===== src/include/cil_pkg.sv =====
// constants, types and shared functions of the card isolation logic
package cil_pkg;

  // ****************************************
  // port addresses (12-bit decode)
  // ****************************************
  localparam logic [11:0] CIL_ADDR_PORT  = 12'h0279;
  localparam logic [11:0] CIL_WDATA_PORT = 12'h0a79;
  localparam logic [1:0]  CIL_RDP_HI     = 2'h0;
  localparam logic [1:0]  CIL_RDP_LO     = 2'h3;

  // ****************************************
  // configuration register indices
  // ****************************************
  localparam logic [7:0] CIL_REG_SET_RD   = 8'h00;
  localparam logic [7:0] CIL_REG_ISOLATE  = 8'h01;
  localparam logic [7:0] CIL_REG_CTRL     = 8'h02;
  localparam logic [7:0] CIL_REG_WAKE     = 8'h03;
  localparam logic [7:0] CIL_REG_HANDLE   = 8'h06;
  localparam logic [7:0] CIL_REG_LDN      = 8'h07;
  localparam int         CIL_CTRL_RST_LD  = 0;
  localparam int         CIL_CTRL_WFK     = 1;
  localparam int         CIL_CTRL_CLR_HDL = 2;
  localparam logic [7:0] CIL_LDN_VALUE    = 8'h00;

  // ****************************************
  // isolation and key constants
  // ****************************************
  localparam logic [7:0] CIL_ISO_FIRST    = 8'h55;
  localparam logic [7:0] CIL_ISO_SECOND   = 8'haa;
  localparam logic [1:0] CIL_SENSE_FIRST  = 2'h1;
  localparam logic [1:0] CIL_SENSE_SECOND = 2'h2;
  localparam logic [6:0] CIL_ID_BITS      = 7'h48;
  localparam int         CIL_ID_WORD      = 32;
  localparam logic [5:0] CIL_KEY_LEN      = 6'h20;
  localparam logic [7:0] CIL_LFSR_SEED    = 8'h6a;
  localparam logic [7:0] CIL_HANDLE_NONE  = 8'h00;

  typedef enum logic [1:0] {
    CIL_WAIT_KEY = 2'h0,
    CIL_SLEEP    = 2'h1,
    CIL_ISOLATE  = 2'h3,
    CIL_CONFIG   = 2'h2
  } cil_state_e;

  // one step of the key / checksum shift register
  function automatic logic [7:0] cil_lfsr_next(logic [7:0] v, logic b);
    cil_lfsr_next = {v[1] ^ v[0] ^ b, v[7:1]};
  endfunction

endpackage


===== src/core/cil_key_detect.sv =====
// initiation key detector on the address port
`timescale 1ns/1ps
module cil_key_detect
  import cil_pkg::*;
(
  input  wire logic       clk,
  input  wire logic       rst_n,
  input  wire logic       acc,
  input  wire logic       acc_wr,
  input  wire logic [7:0] data,
  output logic            key_ok
);

  typedef struct packed {
    logic [7:0] lfsr;
    logic [5:0] cnt;
    logic       hit;
  } cil_key_s;

  cil_key_s q;
  cil_key_s d;

  // ****************************************
  // sequence check
  // ****************************************
  always_comb
  begin
    d     = q;
    d.hit = 1'b0;
    if (acc)
    begin
      if (acc_wr && data == q.lfsr)
      begin
        if (q.cnt == CIL_KEY_LEN - 6'h1)
        begin
          d.hit  = 1'b1;
          d.lfsr = CIL_LFSR_SEED;
          d.cnt  = 6'h0;
        end
        else
        begin
          d.lfsr = cil_lfsr_next(q.lfsr, 1'b0);
          d.cnt  = q.cnt + 6'h1;
        end
      end
      // a stray access restarts; a seed byte counts as a fresh start
      else if (acc_wr && data == CIL_LFSR_SEED)
      begin
        d.lfsr = cil_lfsr_next(CIL_LFSR_SEED, 1'b0);
        d.cnt  = 6'h1;
      end
      else
      begin
        d.lfsr = CIL_LFSR_SEED;
        d.cnt  = 6'h0;
      end
    end
  end

  always_ff @(posedge clk)
  begin
    if (!rst_n)
    begin
      q.lfsr <= CIL_LFSR_SEED;
      q.cnt  <= 6'h0;
      q.hit  <= 1'b0;
    end
    else
    begin
      q <= d;
    end
  end

  assign key_ok = q.hit;
endmodule


===== src/core/cil_serial_id.sv =====
// 72-bit serial identifier with checksum generated on chip
`timescale 1ns/1ps
module cil_serial_id
  import cil_pkg::*;
#(
  parameter logic [31:0] VENDOR_ID  = 32'h1234_5678, // arbitrary value
  parameter logic [31:0] SERIAL_NUM = 32'h0000_0001  // arbitrary value
)
(
  input  wire logic       clk,
  input  wire logic       rst_n,
  input  wire logic [6:0] idx,
  output logic            id_bit
);

  // checksum walks the first 64 bits in shift order
  function automatic logic [7:0] cil_id_cksum(logic [2*CIL_ID_WORD-1:0] v);
    logic [7:0] cs;
    cs = CIL_LFSR_SEED;
    for (int i = 0; i < 2 * CIL_ID_WORD; i++)
      cs = cil_lfsr_next(cs, v[i]);
    cil_id_cksum = cs;
  endfunction

  // bit 0 is vendor byte 0 bit 0, shifted out first
  localparam logic [71:0] CIL_ID = {cil_id_cksum({SERIAL_NUM, VENDOR_ID}), SERIAL_NUM, VENDOR_ID};

  typedef struct packed {
    logic bit_v;
  } cil_id_s;

  cil_id_s q;
  cil_id_s d;

  always_comb
  begin
    d       = q;
    d.bit_v = (idx < CIL_ID_BITS) ? CIL_ID[idx] : 1'b0;
  end

  always_ff @(posedge clk)
  begin
    if (!rst_n)
      q.bit_v <= 1'b0;
    else
      q <= d;
  end

  assign id_bit = q.bit_v;

endmodule


===== src/core/cil_core.sv =====
// plug-and-play isolation front end: key, isolation, card states
`timescale 1ns/1ps
module cil_core
  import cil_pkg::*;
(
  input  wire logic        clk,
  input  wire logic        rst_n,
  input  wire logic [11:0] sa,
  input  wire logic        aen,
  input  wire logic        ior_n,
  input  wire logic        iow_n,
  input  wire logic [7:0]  sd_in,
  output logic      [7:0]  sd_out,
  output logic             sd_oe,
  output logic             cfg_ports_en,
  output logic      [1:0]  card_state,
  output logic      [7:0]  card_handle,
  output logic             ld_reset,
  output logic             res_ptr_rewind
);

  typedef struct packed {
    logic [11:0] sa_m;
    logic [11:0] sa_s;
    logic [7:0]  sd_m;
    logic [7:0]  sd_s;
    logic [2:0]  ctl_m;
    logic [2:0]  ctl_s;
    logic [2:0]  ctl_p;
    cil_state_e  st;
    logic [7:0]  addr;
    logic [7:0]  rdp;
    logic [7:0]  handle;
    logic [6:0]  idx;
    logic        second;
    logic        sense1;
    logic        rd_iso;
    logic [1:0]  smp;
    logic [7:0]  sd_out;
    logic        sd_oe;
    logic        ld_reset;
    logic        rewind;
    logic        ports_en;
  } cil_core_s;

  cil_core_s q;
  cil_core_s d;

  logic       id_bit;
  logic       key_ok;
  logic       rd_start;
  logic       rd_end;
  logic       wr_end;
  logic       ior_low;
  logic       at_addr;
  logic       at_wdata;
  logic       at_rdp;
  logic       match;
  logic       key_acc;

  // ****************************************
  // cycle decode on synchronised pins
  // ****************************************
  // ctl bits: 2 aen, 1 ior_n, 0 iow_n; aen high marks a dma cycle
  assign ior_low  = !q.ctl_s[2] && !q.ctl_s[1];
  assign rd_start = ior_low && q.ctl_p[1];
  assign rd_end   = !q.ctl_s[2] && q.ctl_s[1] && !q.ctl_p[1];
  assign wr_end   = !q.ctl_s[2] && q.ctl_s[0] && !q.ctl_p[0];
  assign at_addr  = q.sa_s == CIL_ADDR_PORT;
  assign at_wdata = q.sa_s == CIL_WDATA_PORT;
  assign at_rdp   = q.sa_s == {CIL_RDP_HI, q.rdp, CIL_RDP_LO};
  assign match    = q.smp == (q.second ? CIL_SENSE_SECOND : CIL_SENSE_FIRST);
  assign key_acc  = at_addr && (rd_end || wr_end);

  cil_key_detect u_key
  (
    .clk    (clk),
    .rst_n  (rst_n),
    .acc    (key_acc),
    .acc_wr (wr_end),
    .data   (q.sd_s),
    .key_ok (key_ok)
  );

  cil_serial_id u_id
  (
    .clk    (clk),
    .rst_n  (rst_n),
    .idx    (q.idx),
    .id_bit (id_bit)
  );

  // ****************************************
  // next state
  // ****************************************
  always_comb
  begin
    d          = q;
    d.sa_m     = sa;
    d.sa_s     = q.sa_m;
    d.sd_m     = sd_in;
    d.sd_s     = q.sd_m;
    d.ctl_m    = {aen, ior_n, iow_n};
    d.ctl_s    = q.ctl_m;
    d.ctl_p    = q.ctl_s;
    d.ld_reset = 1'b0;
    d.rewind   = 1'b0;

    // key is only looked for while the ports are closed
    if (q.st == CIL_WAIT_KEY && key_ok)
      d.st = CIL_SLEEP;

    // read start: choose what to put on the bus
    if (rd_start && at_rdp && q.st != CIL_WAIT_KEY)
    begin
      case (q.addr)
        CIL_REG_ISOLATE:
        begin
          if (q.st == CIL_ISOLATE && q.handle == CIL_HANDLE_NONE && q.idx < CIL_ID_BITS)
          begin
            d.rd_iso = 1'b1;
            d.sd_oe  = id_bit;
            d.sd_out = q.second ? CIL_ISO_SECOND : CIL_ISO_FIRST;
          end
        end
        CIL_REG_HANDLE:
        begin
          d.sd_oe  = q.handle != CIL_HANDLE_NONE;
          d.sd_out = q.handle;
        end
        CIL_REG_LDN:
        begin
          d.sd_oe  = q.handle != CIL_HANDLE_NONE;
          d.sd_out = CIL_LDN_VALUE;
        end
        default:
        begin
          d.sd_oe = 1'b0;
        end
      endcase
    end

    // floating cards watch the low two lines for the whole strobe
    if (q.rd_iso && ior_low)
      d.smp = q.sd_s[1:0];

    // read end: release bus, judge the pair
    if (rd_end)
    begin
      d.sd_oe = 1'b0;
      if (q.rd_iso)
      begin
        d.rd_iso = 1'b0;
        if (!q.second)
        begin
          d.sense1 = match;
          d.second = 1'b1;
        end
        else
        begin
          d.second = 1'b0;
          if (!id_bit && q.sense1 && match)
            d.st = CIL_SLEEP;
          else
            d.idx = q.idx + 7'h1;
        end
      end
    end

    // writes through the address and data ports
    if (wr_end && q.st != CIL_WAIT_KEY)
    begin
      if (at_addr)
        d.addr = q.sd_s;
      else if (at_wdata)
      begin
        case (q.addr)
          CIL_REG_SET_RD:
          begin
            d.rdp = q.sd_s;
          end
          CIL_REG_CTRL:
          begin
            d.ld_reset = q.sd_s[CIL_CTRL_RST_LD];
            if (q.sd_s[CIL_CTRL_CLR_HDL])
              d.handle = CIL_HANDLE_NONE;
            if (q.sd_s[CIL_CTRL_WFK])
              d.st = CIL_WAIT_KEY;
          end
          CIL_REG_WAKE:
          begin
            if (q.sd_s == q.handle)
            begin
              if (q.st == CIL_SLEEP)
              begin
                d.st     = (q.sd_s == CIL_HANDLE_NONE) ? CIL_ISOLATE : CIL_CONFIG;
                d.rewind = 1'b1;
                d.idx    = 7'h0;
                d.second = 1'b0;
                d.sense1 = 1'b0;
              end
            end
            else if (q.st == CIL_ISOLATE || q.st == CIL_CONFIG)
              d.st = CIL_SLEEP;
          end
          CIL_REG_HANDLE:
          begin
            // in isolation only the card that survived all 72 pairs takes a handle; a card in config takes any new handle
            if (q.st == CIL_ISOLATE && q.idx == CIL_ID_BITS)
            begin
              d.handle = q.sd_s;
              d.st     = CIL_CONFIG;
            end
            else if (q.st == CIL_CONFIG)
              d.handle = q.sd_s;
          end
          default:
          begin
            d.ld_reset = 1'b0;
          end
        endcase
      end
    end

    // registered beside the state so the port flag leaves a flop
    d.ports_en = d.st != CIL_WAIT_KEY;
  end

  // ****************************************
  // state register
  // ****************************************
  always_ff @(posedge clk)
  begin
    if (!rst_n)
    begin
      q.sa_m     <= 12'h000;
      q.sa_s     <= 12'h000;
      q.sd_m     <= 8'h00;
      q.sd_s     <= 8'h00;
      q.ctl_m    <= 3'h7;
      q.ctl_s    <= 3'h7;
      q.ctl_p    <= 3'h7;
      q.st       <= CIL_WAIT_KEY;
      q.addr     <= CIL_REG_SET_RD;
      q.rdp      <= 8'h00;
      q.handle   <= CIL_HANDLE_NONE;
      q.idx      <= 7'h0;
      q.second   <= 1'b0;
      q.sense1   <= 1'b0;
      q.rd_iso   <= 1'b0;
      q.smp      <= 2'h0;
      q.sd_out   <= 8'h00;
      q.sd_oe    <= 1'b0;
      q.ld_reset <= 1'b0;
      q.rewind   <= 1'b0;
      q.ports_en <= 1'b0;
    end
    else
    begin
      q <= d;
    end
  end

  assign sd_out         = q.sd_out;
  assign sd_oe          = q.sd_oe;
  assign cfg_ports_en   = q.ports_en;
  assign card_state     = q.st;
  assign card_handle    = q.handle;
  assign ld_reset       = q.ld_reset;
  assign res_ptr_rewind = q.rewind;
endmodule


===== config.mk =====
export PLATFORM = sky130hd
export DESIGN_NAME = cil_core
export DESIGN_NICKNAME = d
export VERILOG_FILES = /design/src/include/cil_pkg.sv /design/src/core/cil_key_detect.sv /design/src/core/cil_serial_id.sv /design/src/core/cil_core.sv
export SDC_FILE = /design/constraint.sdc
export NUM_CORES = 1
export LEC_CHECK = 0
export ABC_AREA = 0
export BUFFER_PORTS_ARGS = -buffer_cell sky130_fd_sc_hd__buf_2
export CORE_ASPECT_RATIO = 0.6
export CORE_MARGIN = 2
export CORE_UTILIZATION = 55
export CTS_BUF_LIST = sky130_fd_sc_hd__clkbuf_8
export CTS_CLUSTER_DIAMETER = 80
export DETAILED_ROUTE_END_ITERATION = 7
export GPL_TIMING_DRIVEN = 0
export PLACE_DENSITY_LB_ADDON = 0.15
export SLEW_MARGIN = 20
export SYNTH_ARGS = -nofsm -noshare
export SYNTH_HDL_FRONTEND = slang
export SYNTH_SLANG_ARGS = --single-unit

===== constraint.sdc =====
create_clock -name clk -period 3.3 [get_ports clk]
set_input_delay 0.33 -clock clk [delete_from_list [all_inputs] [get_ports clk]]
set_output_delay 0.33 -clock clk [all_outputs]
set_load 0.02 [all_outputs]

Word-level counts from Yosys, hierarchy flattened
Memory sizes are Yosys's and may differ from the RTL's. A register that Yosys moved wholly into a read port is not among the register bits.
Index checks and enable logic that the tools add are counted.
{ "word_totals": {"reg_bits": 113, "rom_bits": 128, "inputBits": 25, "output_inout_bits": 22, "elab_cells": 148, "mem_count": 1} }
{ "memory_table": {"columns": ["name", "depth", "word_bits", "read_ports", "rd_clocked_by_memory_dff", "write_ports", "line", "rtl"], "rows": [
  ["(no name shown)", 128, 1, 1, 1, 0, "cil_serial_id.sv:38", "d.bit_v = (idx < CIL_ID_BITS) ? CIL_ID[idx] : 1'b0;"]
]} }
{ "classes": {"n_addsub": 2, "magnitude_cmp": 1, "n_eq_ne": 20, "mux": 45, "bitwise": 8, "n_reduce_logical": 47} }
{ "ops": {"columns": ["op", "count"], "rows": [
  ["$mux W25", 2],
  ["$mux W8", 6],
  ["$mux W14", 3],
  ["$mux W9", 4],
  ["$mux W35", 1],
  ["$mux W2", 13],
  ["$logic_not A8 Y1", 3],
  ["$pmux W8 S3", 1],
  ["$mux W10", 2],
  ["$logic_and A1 B1 Y1", 19],
  ["$eq A8 B2 Y1 const B", 2],
  ["$eq A8 B3 Y1 const B", 2],
  ["$eq A8 B8 Y1", 2],
  ["$pmux W8 S2", 1],
  ["$mux W7", 2],
  ["$eq A12 B10 Y1", 1],
  ["$eq A12 B10 Y1 const B", 1],
  ["$eq A12 B12 Y1 const B", 1],
  ["$eq A8 B1 Y1 const B", 1],
  ["$eq A8 B7 Y1 const B", 1],
  ["$mux W1", 8],
  ["$reduce_bool A8 Y1", 1],
  ["$add A7 B1 Y7 const B", 1],
  ["$eq A7 B7 Y1 const B", 1],
  ["24 further kinds", 44]
]} }

Depth between registers and ports, before layout
Gate-level depths: netlist of run 1.
{ "logic_depth": {"depth_word": 15, "ltp_mapped": 8, "ltp_nobuf": 7} }

By module
From an unflattened synthesis of run 1, not the netlist that was laid out.
{ "unflattened": {"cells_unflattened": 540, "area_unflattened_um2": 5122.4} }
{ "modules_own_cells": {"columns": ["mod", "n_inst", "cells_per_inst", "area_each_um2", "seq_area_each_um2"], "rows": [
  ["cil_core", 1, 415, 3990.1, 1961.9],
  ["cil_key_detect", 1, 104, 934.6, 300.3],
  ["cil_serial_id", 1, 21, 197.7, 20.0]
]} }

Worst setup path after synthesis of run 1
No wires, ideal clock.
{ "synth_timing": {"kind": "flip-flop to flip-flop", "from": "reg q[43] in the netlist's numbering", "to": "reg q (netlist bit card_handle[1])", "setup_ns": 0.132, "arrival_time_ns": 1.933, "t_required_ns": 3.168, "slack_ns": 1.235, "path_stages_with_launch": 7, "n_path_buf": 1, "period_less_slack_ns": 2.065, "path_cell_list": "dfxtp_1 > or4_1 > buf_2 > or4_4 > a31o_2 > o21ai_0 > a21oi_1"} }
{ "synth_between": {"elab_chain_cells": 3, "elab_cells_between_ends": 7, "classes_between": "eq/ne (4); mux (1); reduce/logical (2)"} }
{ "synth_rtl": {"columns": ["element", "line", "rtl"], "rows": [
  ["from (decl)", "cil_core.sv:46", "cil_core_s q;"],
  ["$eq A8 B3 Y1 or $eq A8 B2 Y1 (tied branches)", "cil_core.sv:177", "case (q.addr)"],
  ["$ne A3 B3 Y1 (no line) (tied with other cells)", null, null],
  ["$reduce_and A6 Y1 (no line)", null, null]
]} }
Several ways; a longest one is shown, not always the timed one.
A chain may end at the register's enable or synchronous reset.

Worst setup path in the final report of run 1
{ "layout_timing": {"from": "reg q[75] in the netlist's numbering", "to": "reg sd_out[4] (netlist name)"} }
{ "layout_between": {"elab_chain_cells": 4} }
{ "layout_rtl": {"columns": ["element", "line", "rtl"], "rows": [
  ["$eq A12 B10 Y1", "cil_core.sv:71", "assign at_rdp = q.sa_s == {CIL_RDP_HI, q.rdp, CIL_RDP_LO};"],
  ["$logic_and A1 B1 Y1 (2 in series)", "cil_core.sv:114", "if (rd_start && at_rdp && q.st != CIL_WAIT_KEY)"],
  ["$reduce_and A3 Y1 (no line)", null, null]
]} }
Every way passes these cells.

==> flow_summary.yaml, run 1 <==
status:
  run_status: "complete, no violations"
timing:
  rsz0062_at_grt: "false"
  final.period_utilization_pct: 83.5
  post-route-min-period_ns: 2.75
  final-max-slew-violation-count: 0
  max-slew-margin-rel_pct: 34.5
  worst_slew_pin_slew_ns: 0.974
  timing.final.hold_violations: 0
  finalWorstSetupSlack_ns: 0.546
  timing.setup.tns_ns: 0
  finalClockSkew_ns: 0.0127
  setup-violations-final: 0
  maxClockFrequency_ghz: 0.363
routing:
  drcViolationCount: 0
  wl_per_cell_um: 16.6
  detail_route.first_pass.iterations: 6
  initialDrtViolationCount: 328
  post_dr_vias_cell: 5.68
  wl_um: 12100
  routed-via-count: 4127
  route.antenna.remaining_nets: 0
logic_synthesis:
  yosys.cell_types.count: 54
  syn_area_per_cell_um2: 9.34
  synth_nets: 569
  synth.largest_area_cell: "sky130_fd_sc_hd__dfxtp_1"
  synth_seq_area_share_pct: 45.3
  netlist.area_leader.share_pct: 45.3
  synth_area_um2: 5030
  post_synth_most_frequent_cells: "sky130_fd_sc_hd__dfxtp_1, sky130_fd_sc_hd__and2_1, sky130_fd_sc_hd__nor2_1"
  syn_inst: 539
  synth-edff-count: 0
  yosys-top-cells-area: "sky130_fd_sc_hd__dfxtp_1, sky130_fd_sc_hd__and2_1, sky130_fd_sc_hd__xnor2_1"
  post-synth-top-count-cell: "sky130_fd_sc_hd__dfxtp_1"
  synth_warnings: 0
  synth_async_sr_flop_share_pct: 0
  synthFlopType: "sky130_fd_sc_hd__dfxtp_1"
  total_of_flip_flops_plus_latches_after_synthesis: 114
cells_and_area:
  ff_latch_area_um2: 2280
  layout.filler_cells: 768
  layout-area-overhead-vs-synth_pct: 14.0
  multi_input_area_um2: 2450
  finish.net_count: 633
  final_cell_area_um2: 5740
  antenna_cell_count: 0
  fraction_of_layout_cells_with_a_size_suffix_above_1_pct: 20.2
critical_path:
  worst_setup_path_end_kind: "flop"
  worst_path_largest_cell_delay_ns: 0.79
  crit_fanout: 6
  timing.critical_path.cells: "nor3b_1, nand3_1, nor4_1, nand2_1, o221a_2"
  crit_type: "flop to flop"
  slowest_stage: "sky130_fd_sc_hd__nor4_1"
  crit_start_category: "flop"
  worst_r2r_endpoint: "sd_out[4]"
  crit_path_start: "q[75]"
  worst_ep_arrival_time_ns: 3.07
  worstRegToRegCells: 5
  worstReg2RegStart: "q[75]"
  regToRegSetupSlack_ns: 0.55
  required_time_of_the_critical_path_ns: 3.62
placement:
  place_worst_setup_slack_ns: 0.623
  placed_area_um2: 5400
  numPortBuffers: 45
  routabilityCongestion: 0.940
  post_dp_hpwl_um: 8830
clock_tree:
  tritoncts_clock_tree: "yes"
  cts_root_buf: "sky130_fd_sc_hd__clkbuf_8"
  tritoncts.num_buffers: 17
  cts_htree_levels: 4
  ctsResizeCount: 0
  clkTransAtPathRegs_ns: 0.07
  holdBufCountCts: 0
  worst_skew_pair.late_latency_ns: 0.43
  clockBufferDepth: 2
  postCtsSetupRepairBufs: 0
  clock_sink_count: 114
die:
  row_count: 26
  fp.coreArea_um2: 8690
  floorplan.die_area_um2: 9960
  initial_core_util_pct: 58.0
  dieHeight_um: 78.1
  pin_count: 47
  chipWidth_um: 128
global_routing:
  grt_first_pass_wirelength_um: 20200
  gr-total-overflow: 0
  grt_max_degree: 17
  grt_usage_pct: 26.3
  grt_antenna_before_repair: 0
  vias_in_the_first_global_route: 3997
worst_hold_path:
  worstHoldEndpoint: "d[55]"
  hp-class: "primary input to flop"
  worstHoldStart: "aen"
  hold_path_depth: 2
pwr:
  p_leak_nw: 2.35
  powerDensity_nw_per_um2: 461
  peakVddDrop_v: 0.000317
run:
  max-cap-violations: 0
==> registers in the layout (all words and copies together), names as in the netlist, 2 cells and up <==
signal / flops
q: 50
d: 26
u_key.q: 14
card_handle: 8
sd_out: 8
card_state: 2
==> layout make-up <==
cell class                 count  share of cell area, %
inverter                       8                  0.523
tap                          112                   2.44
sequential                   114                   39.8
buffer                        50                   4.77
timing repair buffer          45                   3.92
clock inverter                11                   1.13
multi-input combinational    367                   42.6
clock buffer                  20                   4.80
==> where the power goes <==
part	internal, W	total [W]	switching [W]	leakage (nW)
clock	0.000563	0.00113	0.000564	0.177
sequential	0.00140	0.00141	0.00000969	0.929
combinational	0.0000436	0.000106	0.0000621	1.24
==> placed cells by master, fill, tap and decap left out, types with 4 or more instances in the layout <==
master / netlist / final
sky130_fd_sc_hd__clkinv_2: 0 / 6
sky130_fd_sc_hd__nand4_1: 22 / 22
sky130_fd_sc_hd__nor3b_1: 7 / 7
sky130_fd_sc_hd__nand2b_1: 18 / 18
sky130_fd_sc_hd__xnor2_1: 27 / 27
sky130_fd_sc_hd__clkbuf_1: 16 / 16
sky130_fd_sc_hd__dfxtp_1: 114 / 114
sky130_fd_sc_hd__mux2i_1: 20 / 20
sky130_fd_sc_hd__xor2_1: 5 / 5
sky130_fd_sc_hd__nand4b_1: 6 / 6
sky130_fd_sc_hd__clkbuf_8: 0 / 20
sky130_fd_sc_hd__and4_1: 6 / 6
sky130_fd_sc_hd__and2_1: 51 / 51
sky130_fd_sc_hd__a21oi_1: 27 / 27
sky130_fd_sc_hd__buf_4: 19 / 19
sky130_fd_sc_hd__inv_1: 8 / 9
sky130_fd_sc_hd__o31ai_1: 4 / 4
sky130_fd_sc_hd__buf_2: 10 / 55
sky130_fd_sc_hd__ha_1: 5 / 5
sky130_fd_sc_hd__o221a_2: 8 / 8
sky130_fd_sc_hd__nand3_1: 16 / 16
sky130_fd_sc_hd__nand2_1: 26 / 26
sky130_fd_sc_hd__nor3_1: 7 / 7
sky130_fd_sc_hd__nor2_1: 39 / 39
sky130_fd_sc_hd__o21ai_0: 20 / 20
sky130_fd_sc_hd__nor4_1: 11 / 11
==> cells by family (layout without fill, tap and decap cells) <==
group                    count (synthesis)  in the layout  share of synthesized area [%]
buffers and inverters                   58            134                           6.04
adder cells (fa/ha/maj)                  5              5                           1.24
flip-flops                             114            114                           45.3
AND/OR/NAND/NOR                        233            233                           27.2
XOR/XNOR                                32             32                           5.57
multiplexers                            21             21                           4.42
AO/OA/AOI/OAI                           76             76                           10.2
==> worst max path at each step <==
stage                                end  slack (ns)  cells past startpoint
final                          sd_out[4]        0.55                      5
after global routing           sd_out[1]        0.35                      5
after CTS                      sd_out[4]        0.61                      5
after detailed placement       sd_out[4]        0.62                      5
after global placement         sd_out[3]        0.68                      5
after floorplan           card_handle[1]        1.23                      6
==> critical path, delay by kind of cell, from the launching register on <==
| kind | cells | cell delay, ns |
|---|---|---|
| AOI/OAI and AO/OA | 1 | 0.33 |
| DFF | 1 | 0.33 |
| and+or+nand+nor | 4 | 1.98 |
==> routing by layer <==
layer / track usage (%) / part of all wire, % / up-vias
met4: 9.12 / 1.3 / 0
met2: 38.4 / 41 / 163
met5: 0 / 0 / -
li1: - / - / 2008
met3: 6.61 / 9.6 / 19
met1: 37.8 / 49 / 1937
==> metrics by stage <==
step / util (%) / hold slack (ns) / power (W) / std cells
global placement: 62.2 / 0.390 / 0.00154 / 696
global route: 66.1 / 0.0744 / 0.00273 / 727
CTS: 66.1 / 0.0691 / 0.00266 / 727
floorplan: - / 0.386 / 0.00151 / 539
finish: 66.1 / 0.0807 / 0.00264 / 727
detailed placement: 62.2 / 0.397 / 0.00155 / 696
Note: power is estimated with default switching activity, not from simulation.
==> inputs of run 2 (changes only) <==
clock period = 2.51 ns   (was 3.3 ns; I/O delays follow)
==> run 2 against run 1 <==
Worst hold slack got worse by 0.057 ns. Register-to-register slack got worse by 0.40 ns. Non-clock buffer count increased by 3. Wire length increased by 0.36%. Count of clock-buffer cells in the layout unchanged. First-iteration DRC count decreased by 1.8%. Largest cell class unchanged. Highest routed layer unchanged.
==> flow_summary.yaml, run 2 (synthesis results as in run 1) <==
cells_and_area:
  layout.cells.most_common: "sky130_fd_sc_hd__dfxtp_1"
  layout.filler_cells: 758
  largest_reg_flops: 50
  final_cell_mix: "sky130_fd_sc_hd__dfxtp_1, sky130_fd_sc_hd__buf_2, sky130_fd_sc_hd__and2_1, sky130_fd_sc_hd__nor2_1"
  ff_latch_area_um2: 2280
  finish.net_count: 636
  layout.core_utilization_pct: 66.8
  final-instance-count-excl-fill: 730
  multi_input_area_um2: 2470
  layout-area-overhead-vs-synth_pct: 15.2
  fraction_of_layout_cells_with_a_size_suffix_above_1_pct: 21.0
  regMostFlops: "q"
  antenna_cell_count: 0
  final_cell_area_um2: 5800
routing:
  drcViolationCount: 0
  wl_um: 12100
  route.antenna.remaining_nets: 0
  initialDrtViolationCount: 322
  post_dr_vias_cell: 5.69
  routed-via-count: 4157
  detail_route.first_pass.iterations: 5
  wl_per_cell_um: 16.6
timing:
  finalClockSkew_ns: 0.0123
  post-route-min-period_ns: 2.37
  fin_hold_ws_ns: 0.0239
  rsz0062_at_grt: "false"
  timing.setup.tns_ns: 0
  maxClockFrequency_ghz: 0.422
  final-max-slew-violation-count: 0
  worst_slew_pin_slew_ns: 0.768
  setup-violations-final: 0
  timing.final.hold_violations: 0
  max-slew-margin-rel_pct: 48.1
  final.period_utilization_pct: 94.3
critical_path:
  crit_fanout: 8
  regToRegSetupSlack_ns: 0.14
  worst_r2r_endpoint: "q[44]"
  crit_path_start: "d[52]"
  slowest_stage: "sky130_fd_sc_hd__nand3_1"
  worstRegToRegCells: 5
  worst_setup_path_end_kind: "flop"
  worstReg2RegStart: "d[52]"
  worst_ep_arrival_time_ns: 2.65
  timing.critical_path.cells: "or3b_1, nor2_1, nand3_1, mux2i_1, nor2_1"
  cp_common_cell: "sky130_fd_sc_hd__nor2_1"
  worst_path_largest_cell_delay_ns: 0.51
  crit_type: "flop to flop"
  crit_start_category: "flop"
  required_time_of_the_critical_path_ns: 2.79
global_routing:
  grt_first_pass_wirelength_um: 20200
  grt_usage_pct: 26.4
  gr-total-overflow: 0
  grt_antenna_before_repair: 0
  grt_max_degree: 17
  vias_in_the_first_global_route: 4029
placement:
  numPortBuffers: 45
  post_dp_hpwl_um: 8830
  routabilityCongestion: 0.940
  placed_area_um2: 5400
  post-place-cells: 696
worst_hold_path:
  hp-class: "primary input to flop"
  worstHoldStart: "sd_in[2]"
  hold_path_depth: 2
  worstHoldEndpoint: "d[61]"
die:
  dieHeight_um: 78.1
  pin_count: 47
  fp.coreArea_um2: 8690
  floorplan.die_area_um2: 9960
  chipWidth_um: 128
  initial_core_util_pct: 58.0
  row_count: 26
status:
  run_status: "complete, no violations"
clock_tree:
  clockBufferDepth: 2
  cts_htree_levels: 4
  clock_sink_count: 114
  worst_skew_pair.late_latency_ns: 0.43
  tritoncts.num_buffers: 17
  tritoncts_clock_tree: "yes"
  cts_root_buf: "sky130_fd_sc_hd__clkbuf_8"
  clkTransAtPathRegs_ns: 0.07
pwr:
  peakVddDrop_v: 0.000417
  powerDensity_nw_per_um2: 600
  p_leak_nw: 2.37
run:
  max-cap-violations: 0
[run 2: report_power, final]
| group | switching [W] | total [W] | internal, W |
|---|---|---|---|
| Clock | 0.000738 | 0.00148 | 0.000740 |
| Sequential | 0.0000130 | 0.00186 | 0.00184 |
| Combinational | 0.0000830 | 0.000144 | 0.0000606 |
| Total | 0.000834 | 0.00348 | 0.00264 |
[run 2: metal layers]
layer,up-vias,track usage (%),share of wire [%]
li1,2018,-,-
met1,1976,37.7,50
met2,147,38.6,41
met3,16,6.82,7.5
met4,0,9.12,1.3
met5,-,0,0
[run 2: worst max-delay path, delay by kind of cell, from the launching register on]
| kind | cells | cell delay, ns |
|---|---|---|
| AND/OR/NAND/NOR | 4 | 1.54 |
| flip-flops | 1 | 0.35 |
| multiplexers | 1 | 0.34 |
[run 2: worst max path at each step]
stage	depth (start not counted)	to
4_1_cts	6	cfg_ports_en
3_3_place_gp	5	sd_out[3]
5_1_grt	5	q[44]
3_5_place_dp	5	sd_out[4]
2_1_floorplan	6	card_handle[1]
6_report	5	q[44]
[run 2: layout make-up]
type / instances / share of cell area (%)
multi-input cells: 367 / 42.7
flip-flops and latches: 114 / 39.4
clock buffers: 20 / 4.75
plain buffers: 50 / 4.75
repair buffers: 48 / 4.40
well taps: 112 / 2.42
clock inverters: 11 / 1.12
inverters: 8 / 0.518
[run 2: metrics by stage]
step           power, W  worst slack [ns]
5_1_grt         0.00360            0.0218
2_1_floorplan   0.00198             0.445
3_3_place_gp    0.00203            -0.114
4_1_cts         0.00350             0.123
6_report        0.00348             0.143
3_5_place_dp    0.00204            -0.167
[run 2: repair_timing]
item                                    4_1_cts  5_1_grt
setup buffers                                 0        0
cloned                                        0        0
endpoints found under the hold margin         3        0
hold buffers                                  3        0
endpoints found under the setup margin       17       24
gates resized for setup                       2        5
==> inputs of run 3 (changes only) <==
BUFFER_PORTS_ARGS = -buffer_cell sky130_fd_sc_hd__clkbuf_2   (was -buffer_cell sky130_fd_sc_hd__buf_2)
clock period = 3 ns   (was 2.51 ns; I/O delays follow)
==> run 3 against run 2 <==
Cell count shrank 0.68%. Register-to-register slack gained 0.29 ns. First-iteration DRC count shrank 8.1%. Sequential share of layout area grew 0.44 points. Largest power group unchanged. Clock skew shrank 0.0043 ns. Flip-flop and latch count is the same. Fmax shrank 7.7%. Global-route usage grew 0.50 points.
==> flow_summary.yaml, run 3 (synthesis results as in run 1) <==
status:
  run_status: "complete, no violations"
die:
  chipWidth_um: 128
  row_count: 26
  initial_core_util_pct: 58.0
  fp.coreArea_um2: 8690
  floorplan.die_area_um2: 9960
  dieHeight_um: 78.1
  pin_count: 47
timing:
  setup-violations-final: 0
  timing.setup.tns_ns: 0
  fin_hold_ws_ns: 0.0446
  maxClockFrequency_ghz: 0.390
  worst_slew_pin_slew_ns: 0.914
  timing.final.hold_violations: 0
  finalClockSkew_ns: 0.00797
  rsz0062_at_grt: "false"
  final-max-slew-violation-count: 0
  max-slew-margin-rel_pct: 39.0
  post-route-min-period_ns: 2.57
  final.period_utilization_pct: 85.5
placement:
  placed_area_um2: 5400
  post_dp_hpwl_um: 8990
  routabilityCongestion: 0.924
  numPortBuffers: 45
routing:
  route.antenna.remaining_nets: 0
  post_dr_vias_cell: 5.79
  drcViolationCount: 0
  wl_per_cell_um: 16.8
  wl_um: 12200
  routed-via-count: 4201
  detail_route.first_pass.iterations: 5
  initialDrtViolationCount: 296
critical_path:
  worst_r2r_endpoint: "cfg_ports_en"
  regToRegSetupSlack_ns: 0.43
  worstReg2RegStart: "q[43]"
  worst_ep_arrival_time_ns: 2.91
  slowest_stage: "sky130_fd_sc_hd__nor4_1"
  worst_path_largest_cell_delay_ns: 0.71
  crit_fanout: 10
  timing.critical_path.cells: "nor4_1, nand2_1, nor3_1, buf_2, a211oi_1, o211ai_1"
  crit_start_category: "flop"
  worst_setup_path_end_kind: "flop"
  crit_buf_inv: 1
  crit_type: "flop to flop"
  required_time_of_the_critical_path_ns: 3.34
  path_delay_family: "simple AND/OR/NAND/NOR gates"
  worstRegToRegCells: 6
pwr:
  powerDensity_nw_per_um2: 502
  switching_share_pct: 22.9
  net_sw_power_w: 0.000659
  power.combinational.fraction_pct: 4.1
  power.sequential.fraction_pct: 54.0
  clkPwrFrac_pct: 41.9
  intPower_w: 0.00222
  p_leak_nw: 2.34
  peakVddDrop_v: 0.000299
global_routing:
  gr-total-overflow: 0
  grt_usage_pct: 26.9
  grt_first_pass_wirelength_um: 20600
  vias_in_the_first_global_route: 4152
  grt_antenna_before_repair: 0
  grt_max_degree: 17
clock_tree:
  clockBufferDepth: 2
  postCtsSetupRepairBufs: 0
  cts_root_buf: "sky130_fd_sc_hd__clkbuf_8"
  worst_skew_pair.late_latency_ns: 0.43
  tritoncts_clock_tree: "yes"
  clkTransAtPathRegs_ns: 0.06
  cts_htree_levels: 4
  tritoncts.num_buffers: 17
  clock_sink_count: 114
worst_hold_path:
  hp-class: "primary input to flop"
  worstHoldStart: "aen"
  worstHoldEndpoint: "d[55]"
  hold_path_depth: 2
cells_and_area:
  finish.net_count: 633
  fraction_of_layout_cells_with_a_size_suffix_above_1_pct: 19.9
  layout.cells.most_common: "sky130_fd_sc_hd__dfxtp_1"
  final_cell_area_um2: 5730
  final_cell_mix: "sky130_fd_sc_hd__dfxtp_1, sky130_fd_sc_hd__and2_1, sky130_fd_sc_hd__clkbuf_2, sky130_fd_sc_hd__nor2_1"
  antenna_cell_count: 0
  largest_reg_flops: 50
  layout-area-overhead-vs-synth_pct: 13.9
  regMostFlops: "q"
run:
  max-cap-violations: 0
## run 3: cell types whose count changed in the layout (fill, tap and decap cells not counted), sizes merged
cell / previous run / this run
buf: 77 / 32
clkinvlp: 3 / 1
clkinv: 7 / 5
inv: 9 / 10
dlygate4sd3: 3 / 0
clkbuf: 38 / 84
## run 3: worst max-delay path by stage
stage | depth (start not counted) | end | from
after floorplan | 6 | card_handle[1] | q[43]
after global placement | 5 | sd_out[6] | q[86]
after detailed placement | 5 | sd_out[0] | q[75]
after CTS | 5 | sd_out[0] | q[86]
after global routing | 6 | cfg_ports_en | q[43]
final | 6 | cfg_ports_en | q[43]
## run 3: stage by stage
stage | power, W | utilization, % | std cells | setup slack [ns]
after floorplan | 0.00166 | - | 539 | 0.935
after global placement | 0.00170 | 62.2 | 696 | 0.386
after global routing | 0.00298 | 66.0 | 725 | 0.192
after detailed placement | 0.00170 | 62.2 | 696 | 0.265
after CTS | 0.00290 | 65.9 | 725 | 0.258
final | 0.00288 | 66.0 | 725 | 0.434
## run 3: cell type report
class / instances / area, um^2
well taps: 112 / 140
repair buffers: 45 / 225
flip-flops and latches: 114 / 2280
clock buffers: 21 / 289
multi-input cells: 367 / 2450
inverters: 8 / 30.0
plain buffers: 50 / 274
clock inverters: 8 / 40.0
fillers: 718 / 2950
## run 3: per-layer routing
| layer | wire length (um) | share of wire (%) | track usage, % |
|---|---|---|---|
| met4 | 279 | 2.3 | 11.3 |
| met5 | 0 | 0 | 0 |
| met2 | 5010 | 41 | 39.3 |
| met3 | 943 | 7.7 | 8.38 |
| met1 | 5940 | 49 | 36.8 |
## run 3: power groups by stage
| stage | registers [W] | clock network, W | logic [W] |
|---|---|---|---|
| after floorplan | 0.00158 | 0 | 0.0000735 |
| after global placement | 0.00159 | 0 | 0.000113 |
| after detailed placement | 0.00159 | 0 | 0.000116 |
| after CTS | 0.00155 | 0.00123 | 0.000117 |
| after global routing | 0.00156 | 0.00130 | 0.000130 |
| final | 0.00155 | 0.00121 | 0.000118 |
## run 3: timing repair
| action | CTS | global route |
|---|---|---|
| hold buffers | 0 | 0 |
| resized for setup | 0 | 1 |
| setup endpoints to repair | 0 | 6 |
